==> config.mk <==
export PLATFORM = sky130hd
export DESIGN_NAME = lcf_fabric
export DESIGN_NICKNAME = d
export VERILOG_FILES = /design/src/lcf_pkg.sv /design/src/lcf_carry_cell.sv /design/src/lcf_clear_ctl.sv /design/src/lcf_fabric.sv
export SDC_FILE = /design/constraint.sdc
export NUM_CORES = 1
export LEC_CHECK = 0
export ABC_AREA = 1
export BUFFER_PORTS_ARGS = -buffer_cell sky130_fd_sc_hd__buf_2
export CAP_MARGIN = 20
export CORE_MARGIN = 4
export CORE_UTILIZATION = 60
export CTS_BUF_LIST = sky130_fd_sc_hd__clkbuf_2 sky130_fd_sc_hd__clkbuf_4 sky130_fd_sc_hd__clkbuf_8
export DETAILED_ROUTE_END_ITERATION = 16
export PLACE_DENSITY = 0.81
export SYNTH_ARGS = -nofsm -noshare
export SYNTH_HDL_FRONTEND = slang
export SYNTH_SLANG_ARGS = --single-unit
==> constraint.sdc <==
create_clock -name I_CLOCK -period 15.46 [get_ports I_CLOCK]
set_input_delay 3.092 -clock I_CLOCK [delete_from_list [all_inputs] [get_ports I_CLOCK]]
set_output_delay 3.092 -clock I_CLOCK [all_outputs]
set_load 0.02 [all_outputs]
==> src/lcf_pkg.sv <==
package lcf_pkg;

   // ****************************************************************
   // Fabric geometry and register map.
   // ****************************************************************

   // Cells in one group and groups in one cluster.
   localparam int CELLS_PER_GROUP = 10;
   localparam int GROUPS          = 4;
   localparam int LUT_INPUTS      = 4;
   localparam int NUM_GLOBALS     = 4;

   // Register offsets on the plain port.
   localparam logic [3:0] ADDR_CELL_CFG  = 4'h0;
   localparam logic [3:0] ADDR_CHAIN_CFG = 4'h1;
   localparam logic [3:0] ADDR_CLR_CFG   = 4'h2;
   localparam logic [3:0] ADDR_GLB_CFG   = 4'h3;
   localparam logic [3:0] ADDR_SUM_STAT  = 4'h4;
   localparam logic [3:0] ADDR_CAS_STAT  = 4'h5;
   localparam logic [3:0] ADDR_OPA       = 4'h6;
   localparam logic [3:0] ADDR_OPB       = 4'h7;

   // Field positions of the cell configuration register.
   localparam int FLD_OUT0_SEL   = 0;
   localparam int FLD_OUT1_SEL   = 1;
   localparam int FLD_ACC_EN     = 2;
   localparam int FLD_CAS_OR     = 3;
   localparam int FLD_CARRY_IN   = 4;

   // Field positions of the clear configuration register.
   localparam int FLD_CLR0_INV   = 0;
   localparam int FLD_CLR1_INV   = 1;
   localparam int FLD_CLR0_LOCAL = 2;
   localparam int FLD_CLR1_LOCAL = 3;
   localparam int FLD_CLR_SEL    = 4;

   // Reset values.
   localparam logic [31:0] RST_ZERO = 32'h0000_0000;

   // Macrocell clear selection codes.
   typedef enum logic [1:0] {
      CLR_NONE,
      CLR_ZERO,
      CLR_ONE,
      CLR_RSVD
   } lcf_clr_sel_type;

   // Majority of three bits, the carry of a full adder.
   function automatic logic maj3(input logic a, input logic b, input logic c);
      maj3 = (a & b) | (a & c) | (b & c);
   endfunction

endpackage
==> src/lcf_carry_cell.sv <==
`timescale 1ns/1ps
`default_nettype none
// ****************************************************************
// One arithmetic logic cell of the carry path.
// ****************************************************************
module lcf_carry_cell (
   input  wire logic i_clk,       // Fabric clock.
   input  wire logic i_rst,       // Synchronous reset.
   input  wire logic i_clr,       // Register clear.
   input  wire logic i_a,         // Operand bit.
   input  wire logic i_b,         // Second operand bit.
   input  wire logic i_cin,       // Carry from the lower bit.
   input  wire logic i_acc,       // Accumulate: register feeds back as operand.
   input  wire logic i_sel0,      // Output 0 takes register when high.
   input  wire logic i_sel1,      // Output 1 takes register when high.
   output logic      o_out0,      // First cell output.
   output logic      o_out1,      // Second cell output.
   output logic      o_cout,      // Carry to the higher bit.
   output logic      o_reg        // Register contents.
);
   // Cell state is its single register.
   typedef struct packed {
      logic r;
   } lcf_cell_type;

   lcf_cell_type st_q;    // Registered state.
   lcf_cell_type st_d;    // Next state.
   logic         op_a;    // First operand after accumulator choice.
   logic         sum;     // Table result.

   // The table computes sum; the majority carry goes up the path.
   always_comb begin
      op_a   = i_acc ? st_q.r : i_a;
      sum    = op_a ^ i_b ^ i_cin;
      o_cout = lcf_pkg::maj3(op_a, i_b, i_cin);
      st_d.r = (i_rst | i_clr) ? 1'b0 : sum;
      // Each output independently picks table or register.
      o_out0 = i_sel0 ? st_q.r : sum;
      o_out1 = i_sel1 ? st_q.r : sum;
      o_reg  = st_q.r;
   end

   // Register the cell state.
   always_ff @(posedge i_clk) begin
      st_q <= st_d;
   end
endmodule
`default_nettype wire

==> src/lcf_clear_ctl.sv <==
`timescale 1ns/1ps
`default_nettype none
// ****************************************************************
// Macrocell clear generator and selector.
// ****************************************************************
module lcf_clear_ctl (
   input  wire logic       i_clk,    // Fabric clock.
   input  wire logic       i_rst,    // Synchronous reset.
   input  wire logic [3:0] i_glb,    // Global signals.
   input  wire logic [1:0] i_local,  // Local routing clears.
   input  wire logic [7:0] i_cfg,    // Clear configuration.
   output logic            o_clr     // Selected macrocell clear, registered.
);
   typedef struct packed {
      logic clr;
   } lcf_clrst_type;

   lcf_clrst_type st_q;  // Registered clear.
   lcf_clrst_type st_d;  // Next clear.
   logic          c0;    // First derived clear.
   logic          c1;    // Second derived clear.
   lcf_pkg::lcf_clr_sel_type sel; // Macrocell choice.

   // Derive two clears, invert optionally, then select one or none.
   always_comb begin
      c0 = i_cfg[lcf_pkg::FLD_CLR0_LOCAL] ? i_local[0] : i_glb[0];
      c1 = i_cfg[lcf_pkg::FLD_CLR1_LOCAL] ? i_local[1] : i_glb[1];
      c0 = c0 ^ i_cfg[lcf_pkg::FLD_CLR0_INV];
      c1 = c1 ^ i_cfg[lcf_pkg::FLD_CLR1_INV];
      sel = lcf_pkg::lcf_clr_sel_type'(i_cfg[lcf_pkg::FLD_CLR_SEL +: 2]);
      unique case (sel)
         lcf_pkg::CLR_ZERO: st_d.clr = c0;
         lcf_pkg::CLR_ONE:  st_d.clr = c1;
         default:           st_d.clr = 1'b0;
      endcase
      if (i_rst) begin
         st_d.clr = 1'b0;
      end
      o_clr = st_q.clr;
   end

   always_ff @(posedge i_clk) begin
      st_q <= st_d;
   end
endmodule
`default_nettype wire

==> src/lcf_fabric.sv <==
`timescale 1ns/1ps
`default_nettype none
// ****************************************************************
// Logic cell fabric slice: carry adder, cascade, clears, globals.
// ****************************************************************
module lcf_fabric #(
   parameter int GROUPS = lcf_pkg::GROUPS
) (
   input  wire logic        I_CLOCK,    // Fabric clock, 40 MHz.
   input  wire logic        I_RST,      // Synchronous reset, active high.
   input  wire logic [3:0]  I_ADDR,     // Register address.
   input  wire logic [31:0] I_WDATA,    // Write data.
   input  wire logic        I_WR,       // Write strobe.
   input  wire logic        I_RD,       // Read strobe.
   input  wire logic [3:0]  I_GPIN,     // Dedicated global input pins.
   input  wire logic [1:0]  I_LCLR,     // Local routing clear sources.
   output logic [31:0]      O_RDATA,    // Read data, cycle after strobe.
   output logic [3:0]       O_GLOBAL,   // Global control signals.
   output logic             O_CARRY,    // Final carry on general routing.
   output logic             O_CASCADE,  // Cascade result.
   output logic             O_CLR       // Selected macrocell clear.
);
   localparam int N = lcf_pkg::CELLS_PER_GROUP * GROUPS / 2;  // Cells on one path.

   // ****************************************************************
   // State.
   // ****************************************************************
   typedef struct packed {
      logic [7:0]  cell_cfg;
      logic [7:0]  clr_cfg;
      logic [7:0]  glb_cfg;
      logic [31:0] opa;
      logic [31:0] opb;
      logic [31:0] cas_in;
      logic [31:0] rdata;
      logic [3:0]  glb;
      logic [1:0]  div;
      logic        carry;
      logic        cascade;
   } lcf_top_type;

   lcf_top_type st_q;           // Registered state.
   lcf_top_type st_d;           // Next state.
   logic [N:0]  chain;          // Carry path, one stage per cell.
   logic [N-1:0] out0;          // First outputs of the cells.
   logic [N-1:0] out1;          // Second outputs of the cells.
   logic [N-1:0] regs;          // Cell registers.
   logic         clr;           // Selected clear.
   logic         cas;           // Cascade value.
   logic [31:0]  cas_eff;       // Cascade inputs after inversion.

   // Path order: cells of group 0 then group 2, so alternate groups link.
   assign chain[0] = st_q.cell_cfg[lcf_pkg::FLD_CARRY_IN];

   // ****************************************************************
   // Carry path cells.
   // ****************************************************************
   genvar g;
   generate
      for (g = 0; g < N; g++) begin : g_cell
         // Carry goes straight to the next cell; groups hop even to even.
         lcf_carry_cell u_cell (
            .i_clk  (I_CLOCK),
            .i_rst  (I_RST),
            .i_clr  (clr),
            .i_a    (st_q.opa[g % 32]),
            .i_b    (st_q.opb[g % 32]),
            .i_cin  (chain[g]),
            .i_acc  (st_q.cell_cfg[lcf_pkg::FLD_ACC_EN]),
            .i_sel0 (st_q.cell_cfg[lcf_pkg::FLD_OUT0_SEL]),
            .i_sel1 (st_q.cell_cfg[lcf_pkg::FLD_OUT1_SEL]),
            .o_out0 (out0[g]),
            .o_out1 (out1[g]),
            .o_cout (chain[g+1]),
            .o_reg  (regs[g])
         );
      end
   endgenerate

   // ****************************************************************
   // Clear control.
   // ****************************************************************
   lcf_clear_ctl u_clr (
      .i_clk   (I_CLOCK),
      .i_rst   (I_RST),
      .i_glb   (st_q.glb),
      .i_local (I_LCLR),
      .i_cfg   (st_q.clr_cfg),
      .o_clr   (clr)
   );

   // ****************************************************************
   // Next state.
   // ****************************************************************
   always_comb begin
      st_d = st_q;
      // Cascade: AND of all 32 cascade inputs; OR by inverting both ends.
      cas_eff = st_q.cell_cfg[lcf_pkg::FLD_CAS_OR] ? ~st_q.cas_in : st_q.cas_in;
      cas = &cas_eff;
      cas = cas ^ st_q.cell_cfg[lcf_pkg::FLD_CAS_OR];
      // Final carry lands in an extra cell driving routing.
      st_d.carry = chain[N];
      st_d.cascade = cas;
      // Globals from pins or from internal divider and configuration bits.
      st_d.div = st_q.div + 2'h1;
      for (int i = 0; i < lcf_pkg::NUM_GLOBALS; i++) begin
         st_d.glb[i] = st_q.glb_cfg[i] ? (i[0] ? st_q.glb_cfg[4+i] : st_q.div[1]) : I_GPIN[i];
      end
      if (I_WR) begin
         unique case (I_ADDR)
            lcf_pkg::ADDR_CELL_CFG:  st_d.cell_cfg = I_WDATA[7:0];
            lcf_pkg::ADDR_CHAIN_CFG: st_d.cas_in   = I_WDATA;
            lcf_pkg::ADDR_CLR_CFG:   st_d.clr_cfg  = I_WDATA[7:0];
            lcf_pkg::ADDR_GLB_CFG:   st_d.glb_cfg  = I_WDATA[7:0];
            lcf_pkg::ADDR_OPA:       st_d.opa      = I_WDATA;
            lcf_pkg::ADDR_OPB:       st_d.opb      = I_WDATA;
            default:                 st_d.opa      = st_q.opa;
         endcase
      end
      st_d.rdata = lcf_pkg::RST_ZERO;
      if (I_RD) begin
         unique case (I_ADDR)
            lcf_pkg::ADDR_CELL_CFG:  st_d.rdata = {24'h00_0000, st_q.cell_cfg};
            lcf_pkg::ADDR_CHAIN_CFG: st_d.rdata = st_q.cas_in;
            lcf_pkg::ADDR_CLR_CFG:   st_d.rdata = {24'h00_0000, st_q.clr_cfg};
            lcf_pkg::ADDR_GLB_CFG:   st_d.rdata = {24'h00_0000, st_q.glb_cfg};
            // Sum status: both outputs of the low cells and the carry.
            lcf_pkg::ADDR_SUM_STAT:  st_d.rdata = {out1[14:0], chain[N], out0[15:0]};
            lcf_pkg::ADDR_CAS_STAT:  st_d.rdata = {28'h000_0000, clr, st_q.glb[0], regs[0], st_q.cascade};
            lcf_pkg::ADDR_OPA:       st_d.rdata = st_q.opa;
            lcf_pkg::ADDR_OPB:       st_d.rdata = st_q.opb;
            default:                 st_d.rdata = lcf_pkg::RST_ZERO;
         endcase
      end
      if (I_RST) begin
         st_d = '0;
      end
   end

   // Register all top state.
   always_ff @(posedge I_CLOCK) begin
      st_q <= st_d;
   end

   // Outputs come straight from flip-flops.
   assign O_RDATA   = st_q.rdata;
   assign O_GLOBAL  = st_q.glb;
   assign O_CARRY   = st_q.carry;
   assign O_CASCADE = st_q.cascade;
   assign O_CLR     = clr;
endmodule
`default_nettype wire

# Word-level counts from Yosys, hierarchy flattened
# Index checks and enable logic that the tools add are counted.
# W data, S select, Z words.
# totals
regBits	181
elab_cells	257
# classes
bitwise_logic	146
eq_ne	9
n_reduce_logical	9
n_mux	60
n_addsub	1
# ops
cell	n
$pmux W32 S8	1
$and A1 B1 Y1	60
$mux W1	57
$xor A1 B1 Y1	43
$or A1 B1 Y1	41
$mux W32	1
$not A32 Y32	1
$reduce_and A32 Y1	1
$eq A4 B3 Y1 const B	4
$reduce_and A2 Y1	6
$eq A4 B2 Y1 const B	2
$eq A4 B1 Y1 const B	1
$logic_not A4 Y1	1
$add A2 B1 Y2 const B	1
$eq A2 B1 Y1 const B	1
$eq A2 B2 Y1 const B	1
$pmux W1 S2	1
$reduce_or A2 Y1	1
$not A1 Y1	1

# Depth between registers and ports, before layout
# Gate-level depths: netlist of the first run.
# logic_depth
word_depth	62
ltp_mapped	29
ltp_nobuf	28

# Hierarchy
# From an unflattened synthesis of the first run, not the netlist that was laid out.
# hier_totals
cells_unflattened	1239
area_unflattened_um2	8745.9
# modules_own_cells
mod	cells_each	area_per_inst_um2	seq_area_each_um2	n_inst
lcf_fabric	873	6675.2	3203.1	1
lcf_carry_cell	17	96.3	20.0	20
lcf_clear_ctl	26	143.9	20.0	1

# Worst setup path after synthesis of the first run
# No wires, ideal clock.
# synth_path
path_type	register to register
startpoint	reg st_q[154] (netlist bit)
endpoint	reg st_q, in the netlist O_RDATA[16]
stages_incl_launch_ff	30
slack_ns	6.846
setup_time_ns	0.065
n_path_buf	1
t_arrival_ns	8.548
required_ns	15.395
period_less_slack_ns	8.614
path_cell_list	dfxtp_1 clkbuf_1 nand2_1 o21ai_0 fa_1 inv_1 fa_1 fa_1 fa_1 fa_1 fa_1 fa_1 fa_1 fa_1 fa_1 fa_1 fa_1 fa_1 fa_1 fa_1 fa_1 inv_1 fa_1 fa_1 fa_1 inv_1 fa_1 o22ai_1 nor2_1 nor2_1
# synth_between
elab_chain_cells	62
# synth_rtl
item	line	source
from (decl)	lcf_fabric.sv:42	lcf_top_type st_q;
from (signal assigned)	lcf_fabric.sv:142	st_q <= st_d;
$mux W1	lcf_carry_cell.sv:33	op_a = i_acc ? st_q.r : i_a;
$and A1 B1 Y1	lcf_pkg.sv:50	maj3 = (a & b) | (a & c) | (b & c);
$or A1 B1 Y1 (2 in series)	lcf_pkg.sv:50	
$and A1 B1 Y1	lcf_pkg.sv:50	
$or A1 B1 Y1 (2 in series)	lcf_pkg.sv:50	
$and A1 B1 Y1	lcf_pkg.sv:50	
$or A1 B1 Y1 (2 in series)	lcf_pkg.sv:50	
$and A1 B1 Y1	lcf_pkg.sv:50	
[41 not listed]	-	
$and A1 B1 Y1	lcf_pkg.sv:50	
$or A1 B1 Y1 (2 in series)	lcf_pkg.sv:50	
$and A1 B1 Y1	lcf_pkg.sv:50	
$or A1 B1 Y1 (2 in series)	lcf_pkg.sv:50	
$and A1 B1 Y1	lcf_pkg.sv:50	
$or A1 B1 Y1	lcf_pkg.sv:50	
$or A1 B1 Y1 *	lcf_pkg.sv:50	
$pmux W32 S8 *	lcf_fabric.sv:122	unique case (I_ADDR)
# Mark *: on every way between the ends. The rest lies on a longest branch, timed or not.
# A chain may end at the register's enable or synchronous reset.

# Worst setup path after layout of the first run
# Ends and elaborated chain as after synthesis.

==> results of run 1 <==
## power groups by stage
stage	registers (mW)	logic [mW]	clock network (mW)
finish	0.482	0.0638	0.334
global route	0.483	0.0715	0.357
CTS	0.482	0.0630	0.337
detailed placement	0.493	0.0625	0
global placement	0.492	0.0608	0
floorplan	0.491	0.0432	0
## cells by family (layout without fill, tap and decap cells)
family / after synthesis / count (layout)
flops: 181 / 181
fa+ha+maj: 22 / 22
compound gates: 385 / 385
simple gates: 241 / 241
xor+xnor: 1 / 1
buf+inv: 237 / 263
## through the flow
step	total power, mW	worst slack [ns]	hold slack, ns	instance area, um^2	util
final	0.8796	6.434	0.4421	8712	0.6579
after global routing	0.9113	5.993	0.4659	8712	0.6579
after CTS	0.8821	6.388	0.4479	8712	0.6579
after detailed placement	0.5551	6.439	0.4347	8300	0.6268
after global placement	0.5530	6.538	0.4239	8280	0.6253
after floorplan	0.5340	6.846	0.4083	8118	-
## placed cells by master, fill, tap and decap left out, drive strengths merged, types with 20 or more instances in the layout
cell and count:
fa 20, o21ai 175, buf 92, nor2 125
nor3 26, o22ai 50, inv 138, nand2 77
a21oi 156, dfxtp 181
## critical path: cells and delay by family, from the launching register on
family / cells / cell delay (ns)
fa+ha+maj: 20 / 7.67
flops: 1 / 0.65
compound gates: 2 / 0.25
simple gates: 3 / 0.21
buf+inv: 3 / 0.18
## cell type report
type / instances / area share
timing repair buffer: 92 / 0.05658
multi-input combinational: 649 / 0.3945
sequential: 181 / 0.4159
inverter: 140 / 0.06046
clock inverter: 12 / 0.01795
tap: 176 / 0.02528
clock buffer: 19 / 0.02930
## worst max path at each step
stage,from,end,slack [ns],cells past startpoint
final,st_q[154],O_RDATA[16],6.43,28
after global placement,st_q[154],O_RDATA[16],6.54,28
after CTS,st_q[154],O_RDATA[16],6.39,28
after global routing,st_q[154],O_RDATA[16],5.99,28
after detailed placement,st_q[154],O_RDATA[16],6.44,28
after floorplan,st_q[154],O_RDATA[16],6.85,29
## per-layer routing
layer	wire length, um	part of all wire
met5	74	0.0036
met1	8759	0.43
met2	9126	0.44
met3	1704	0.083
met4	894	0.043
==> reports/qor.yml, run 1 <==
status:
  outcome: "finished, final reports clean"
worst_setup_path:
  cpPeakStageDelay_ns: 0.65
  reg2reg_to: "O_RDATA[16]"
  slowest_stage: "dfxtp_1"
  r2r_cells: 28
  path_common_cell: "fa_1"
  r2r_start: "st_q[154]"
  rrSetupSlack_ns: 6.43
  crit_fanout: 15
  crit_type: "reg -> reg"
  critPathArrivalTime_ns: 9.45
  required_ns: 15.88
  end_kind: "flip-flop"
  cp-start-kind: "flip-flop"
yosys:
  synth_top_family_by_area: "compound AO/OA/AOI/OAI gates"
  yosys_warnings: 0
  muxShareOfSynthArea: 0
  synthTopCellsByCount: "181 x dfxtp_1, 156 x a21oi_1, 150 x o21ai_0"
  synth-adder-area-share: 0.05240
  synth_seq_cells: 181
  synth_top_area_frac: 0.4464
  synth-main-ff-cell: "dfxtp_1"
  yosysMostFrequentCell: "dfxtp_1"
  synthSimpleGateAreaFrac: 0.1236
  synth_cell_type_count: 29
  ys_top_cells_by_area: "dfxtp_1 45%, a21oi_1 9.6%, o21ai_0 9.2%"
  synth_top_cell_by_area: "dfxtp_1"
  synthArstFlopShare: 0
  synth-edff-count: 0
  synth_compound_area_frac: 0.2463
  synthesis.area_um2: 8118
  synthXorXnorAreaFrac: 0.001079
  netlist_instances: 1067
  syn_area_per_cell_um2: 7.608
  ys_seq_area_frac: 0.4464
  syn-num-nets: 1135
clock_tree:
  cts_tree: "built"
  clk_pin_slew_ns: 0.09
  clock_sinks: 181
  cts_hold_buf: 0
  root_buffer: "clkbuf_8"
  h-tree-depth: 4
  cts_buffer_depth: 2
  cts_made_buffers: 17
  clock_latency_ns: 0.48
  post_cts_resized: 0
  cts_setup_buffers: 0
floorplanning:
  initial_core_util: 0.6130
  ios: 85
  die_area_um2: 15450
  fp.dieH_um: 124.3
  fp-row-count: 42
  die_width_um: 124.3
  core_um2: 13240
route:
  dr.first_iter.drc_count: 700
  antenna_left: 0
  dr.pass1.iters: 5
  avgViaCountPerCell: 5.591
  drc_errors: 0
  vias: 7095
  routedWlPerCell_um: 16.20
  routed_wl_mm: 20.56
power_and_ir_drop:
  peakVddDrop_mv: 0.05833
  seqPwrFrac: 0.548
  internal_power_mw: 0.6611
  pwr-share-clk: 0.380
  p_sw_frac: 0.2485
  p_leak_nw: 3.154
  combPwrFrac: 0.073
  power.switching_mw: 0.2185
  powerDensity_nw_per_um2: 101.0
placed_design:
  dp_hpwl_mm: 13.66
  place_congestion: 0.8819
  dp_cells: 1238
  io_buffers: 84
worst_hold_path:
  hold_depth: 1
  whs_endpoint: "st_q[2]"
  min_from: "st_q[2]"
  hold_path_class: "reg -> reg"
timing:
  slew_violations: 0
  clock_skew_ns: 0.01429
  clock.fmax_mhz: 110.8
  rsz0062_at_grt: "false"
  period_needed_ns: 9.026
  fin_crit_sh: 0.5838
  worst_pin_slew_ns: 0.9359
  timing.max_slew.rel_slack: 0.3754
  hold_violations: 0
  finalSetupViolCount: 0
  tns_ns: 0
final_layout:
  fin_nets: 1149
  largest_register_ffs: 121
  seq_area_um2: 3623
  fillers: 1235
  fin_cells: 1269
  final_layout_size_suffix_gt1_frac: 0.1272
  multiInputGateArea_um2: 3437
  antenna_cells: 0
  area_growth_syn_to_layout_pct: 7.321
grt:
  met2_usage: 0.4167
  grt_pass1_vias: 6700
  grt-ovfl-total: 0
  gr-usage-all-layers: 0.2669
  antenna_found_initial: 0
  grt_max_degree: 89
  grtUsageMet3: 0.07376
  busiest_layer: "met2"
  grt_pass1_wl_mm: 33.35
  gr-usage-met1: 0.3364
flow_run:
  drv_cap: 0
Note: power is estimated with default switching activity, not from simulation.
==> inputs of run 2 (changes only) <==
--- a/config.mk
+++ b/config.mk
@@ -5,14 +5,14 @@
 export SDC_FILE = /design/constraint.sdc
 export NUM_CORES = 1
 export LEC_CHECK = 0
-export ABC_AREA = 1
+export ABC_AREA = 0
 export BUFFER_PORTS_ARGS = -buffer_cell sky130_fd_sc_hd__buf_2
 export CAP_MARGIN = 20
 export CORE_MARGIN = 4
-export CORE_UTILIZATION = 60
+export CORE_UTILIZATION = 55
 export CTS_BUF_LIST = sky130_fd_sc_hd__clkbuf_2 sky130_fd_sc_hd__clkbuf_4 sky130_fd_sc_hd__clkbuf_8
 export DETAILED_ROUTE_END_ITERATION = 16
-export PLACE_DENSITY = 0.81
+export PLACE_DENSITY = 0.78
 export SYNTH_ARGS = -nofsm -noshare
 export SYNTH_HDL_FRONTEND = slang
 export SYNTH_SLANG_ARGS = --single-unit
==> constraint.sdc (replaced) <==
create_clock -name I_CLOCK -period 8.2 [get_ports I_CLOCK]
set_input_delay 1.64 -clock I_CLOCK [delete_from_list [all_inputs] [get_ports I_CLOCK]]
set_output_delay 1.64 -clock I_CLOCK [all_outputs]
set_load 0.02 [all_outputs]
==> reports/qor.yml, run 2 <==
yosys:
  synthTopCellsByCount: "244 x nand2_1, 181 x dfxtp_1, 126 x a21oi_1"  # was 181 x dfxtp_1, 156 x a21oi_1, 150 x o21ai_0
  muxShareOfSynthArea: 0.08232  # was 0
  yosys_warnings: 0  # unchanged
  synth_top_area_frac: 0.4423  # was 0.4464
  netlist_instances: 984  # was 1067
  synthArstFlopShare: 0  # unchanged
  yosysMostFrequentCell: "nand2_1"  # was dfxtp_1
  ys_seq_area_frac: 0.4423  # was 0.4464
  synth-main-ff-cell: "dfxtp_1"  # unchanged
  syn_area_per_cell_um2: 8.326  # was 7.608 um^2
  synthXorXnorAreaFrac: 0.003207  # was 0.001079
  synth_seq_cells: 181  # unchanged
  synthSimpleGateAreaFrac: 0.1762  # was 0.1236
  synth_top_family_by_area: "simple AND/OR/NAND/NOR gates"  # was compound AO/OA/AOI/OAI gates
  synth-adder-area-share: 0.05192  # was 0.05240
  synthesis.area_um2: 8193  # was 8118 um^2
  synth_top_cell_by_area: "dfxtp_1"  # unchanged
  ys_top_cells_by_area: "dfxtp_1 44%, nand2_1 11%, a21oi_1 7.7%"  # was dfxtp_1 45%, a21oi_1 9.6%, o21ai_0 9.2%
  synth_cell_type_count: 40  # was 29
  syn-num-nets: 1052  # was 1135
  synth-edff-count: 0  # unchanged
  synth_compound_area_frac: 0.1652  # was 0.2463
timing:
  hold_violations: 0  # unchanged
  tns_ns: 0  # unchanged
  rsz0062_at_grt: "false"  # unchanged
  finalSetupViolCount: 0  # unchanged
  timing.max_slew.rel_slack: 0.2676  # was 0.3754
  worst_pin_slew_ns: 1.093  # was 0.9359 ns
  clock_skew_ns: 0.01276  # was 0.01429 ns
  slew_violations: 0  # unchanged
  whs_ns: 0.4442  # was 0.4421 ns
  fin_crit_sh: 0.9597  # was 0.5838
  clock.fmax_mhz: 127.1  # was 110.8 MHz
  period_needed_ns: 7.870  # was 9.026 ns
  fin_ws_ns: 0.3304  # was 6.434 ns
clock_tree:
  root_buffer: "clkbuf_8"  # unchanged
  clock_sinks: 181  # unchanged
  cts_buffer_depth: 2  # unchanged
  cts_hold_buf: 0  # unchanged
  clk_pin_slew_ns: 0.09  # about the same
  cts_tree: "built"  # unchanged
  clock_latency_ns: 0.46  # was 0.48 ns
  cts_made_buffers: 17  # unchanged
  h-tree-depth: 4  # unchanged
worst_setup_path:
  path_common_cell: "fa_2"  # was fa_1
  rrSetupSlack_ns: 0.33  # was 6.43 ns
  end_kind: "flip-flop"  # unchanged
  r2r_cells: 27  # was 28
  crit_fanout: 2  # was 15
  critPathLaunch: "st_q[154]"  # unchanged
  crit_type: "reg -> reg"  # unchanged
  required_ns: 8.60  # was 15.88 ns
  r2r_start: "st_q[154]"  # unchanged
  cp-start-kind: "flip-flop"  # unchanged
  reg2reg_to: "O_RDATA[16]"  # unchanged
  cp_top_family: "adder cells"  # unchanged
  path_depth: 27  # was 28
  cp_num_buf_inv: 4  # was 3
  critPathArrivalTime_ns: 8.27  # was 9.45 ns
  slowest_stage: "fa_1"  # was dfxtp_1
  crit_path_end: "O_RDATA[16]"  # unchanged
  cpPeakStageDelay_ns: 0.42  # was 0.65 ns
grt:
  grt-ovfl-total: 0  # unchanged
  grt_pass1_vias: 6676  # was 6700
  gr-usage-met1: 0.3450  # was 0.3364
  gr-usage-all-layers: 0.2643  # was 0.2669
  grt_pass1_wl_mm: 34.71  # was 33.35 mm
  grtUsageMet3: 0.07982  # was 0.07376
  antenna_found_initial: 1  # was 0
  grt_max_degree: 71  # was 89
  busiest_layer: "met2"  # unchanged
  met2_usage: 0.4128  # was 0.4167
final_layout:
  area_growth_syn_to_layout_pct: 8.629  # was 7.321%
  fin_nets: 1069  # was 1149
  finalCoreUtilization: 0.6100  # was 0.6579
  final_cell_mix: "244 x nand2_1, 181 x dfxtp_1, 126 x a21oi_1, 83 x buf_2, 60 x nor2_1"  # was 181 x dfxtp_1, 156 x a21oi_1, 150 x o21ai_0, 133 x inv_1, 121 x nor2_1
  layout_commonest_cell: "nand2_1"  # was dfxtp_1
  final_layout_size_suffix_gt1_frac: 0.1657  # was 0.1272
  antenna_cells: 0  # unchanged
  fillers: 1263  # was 1235
  largest_register_ffs: 121  # unchanged
worst_hold_path:
  hold_path_class: "reg -> reg"  # unchanged
  hold_depth: 1  # unchanged
power_and_ir_drop:
  p_total_mw: 1.574  # was 0.8796 mW
  p_leak_nw: 3.113  # was 3.154 nW
  peakVddDrop_mv: 0.2050  # was 0.05833 mV
  powerDensity_nw_per_um2: 176.9  # was 101.0 nW/um^2
floorplanning:
  fp.dieH_um: 130.1  # was 124.3 um
  fp-row-count: 44  # was 42
  die_area_um2: 16910  # was 15450 um^2
  ios: 85  # unchanged
  initial_core_util: 0.5616  # was 0.6130
  die_width_um: 130.1  # was 124.3 um
  core_um2: 14590  # was 13240 um^2
route:
  dr.first_iter.drc_count: 798  # was 700
  drc_errors: 0  # unchanged
  routedWlPerCell_um: 18.44  # was 16.20 um
  routed_wl_mm: 22.10  # was 20.56 mm
  avgViaCountPerCell: 5.917  # was 5.591
  antenna_left: 0  # unchanged
  dr.pass1.iters: 6  # was 5
  vias: 7089  # was 7095
placed_design:
  io_buffers: 84  # unchanged
  post-place-ws_ns: -0.2829  # was 6.439 ns
  place_congestion: 0.9396  # was 0.8819
  dp_hpwl_mm: 14.41  # was 13.66 mm
flow_run:
  drv_cap: 0  # unchanged
status:
  outcome: "finished, final reports clean"  # unchanged
[run 2: cell types whose count changed in the layout (fill, tap and decap cells not counted), sizes merged, moves of 30 or more]
| cell | before | now |
|---|---|---|
| a22oi | 0 | 51 |
| a21oi | 156 | 126 |
| o22ai | 50 | 0 |
| inv | 138 | 25 |
| o21ai | 175 | 33 |
| mux2i | 0 | 55 |
| nand2 | 77 | 244 |
| nor2 | 125 | 60 |
[run 2: routing by layer]
| layer | up-vias | share of wire |
|---|---|---|
| met5 | - | 0.00059 |
| met4 | 2 | 0.028 |
| met1 | 3328 | 0.41 |
| li1 | 3320 | - |
| met3 | 53 | 0.10 |
| met2 | 386 | 0.46 |
[run 2: timing repair]
item	4_1_cts	5_1_grt
resized for setup	7	5
setup buffers	0	0
endpoints found under the setup margin	3	3
endpoints found under the hold margin	0	0
cloned	0	0
[run 2: cells by family (layout without fill, tap and decap cells)]
logic type | count (synthesis) | after routing
AO/OA/AOI/OAI | 231 | 231
XOR/XNOR | 3 | 3
adder cells (fa/ha/maj) | 22 | 22
buffers and inverters | 131 | 161
flip-flops | 181 | 181
multiplexers | 64 | 64
AND/OR/NAND/NOR | 352 | 352
[run 2: worst min-delay path by stage]
| stage | from | endpoint |
|---|---|---|
| after floorplan | st_q[2] | st_q[2] |
| after global placement | st_q[2] | st_q[2] |
| after detailed placement | st_q[2] | st_q[2] |
| after CTS | st_q[2] | st_q[2] |
| after global routing | st_q[2] | st_q[2] |
| final | st_q[2] | st_q[2] |
[run 2: report_power, final]
group	switching, mW	total (mW)	internal, mW
Clock	0.314	0.578	0.264
Combinational	0.0671	0.0977	0.0306
Sequential	0.00938	0.899	0.889
Total	0.391	1.57	1.18
[run 2: final cells by class]
class	instances	area [um^2]	share of cell area
multi-input combinational	672	3976	0.4468
inverter	24	90.09	0.01012
clock inverter	11	102.6	0.01153
timing repair buffer	105	600.6	0.06748
tap	184	230.2	0.02587
sequential	181	3623	0.4071
clock buffer	21	276.5	0.03107
[run 2: worst reg2reg max path, stage by stage (launching register included)]
cell and delay, ns:
dfxtp_1 0.33, mux2_2 0.23, fa_1 0.15, inv_1 0.05
fa_2 0.36, fa_2 0.38, fa_2 0.37, fa_2 0.38
fa_2 0.37, fa_2 0.37, fa_2 0.37, fa_2 0.37
fa_2 0.38, fa_2 0.38, fa_2 0.38, fa_2 0.37
fa_2 0.38, fa_2 0.37, fa_1 0.41, inv_1 0.10
fa_2 0.22, fa_1 0.20, fa_1 0.17, inv_1 0.05
fa_1 0.42, inv_1 0.07, a22oi_1 0.06, a21oi_1 0.15
[run 2: per-stage QoR]
stage	instance area, um^2	cells
finish	8900	1198
global route	8900	1198
CTS	8860	1197
detailed placement	8463	1165
global placement	8463	1165
floorplan	8202	984
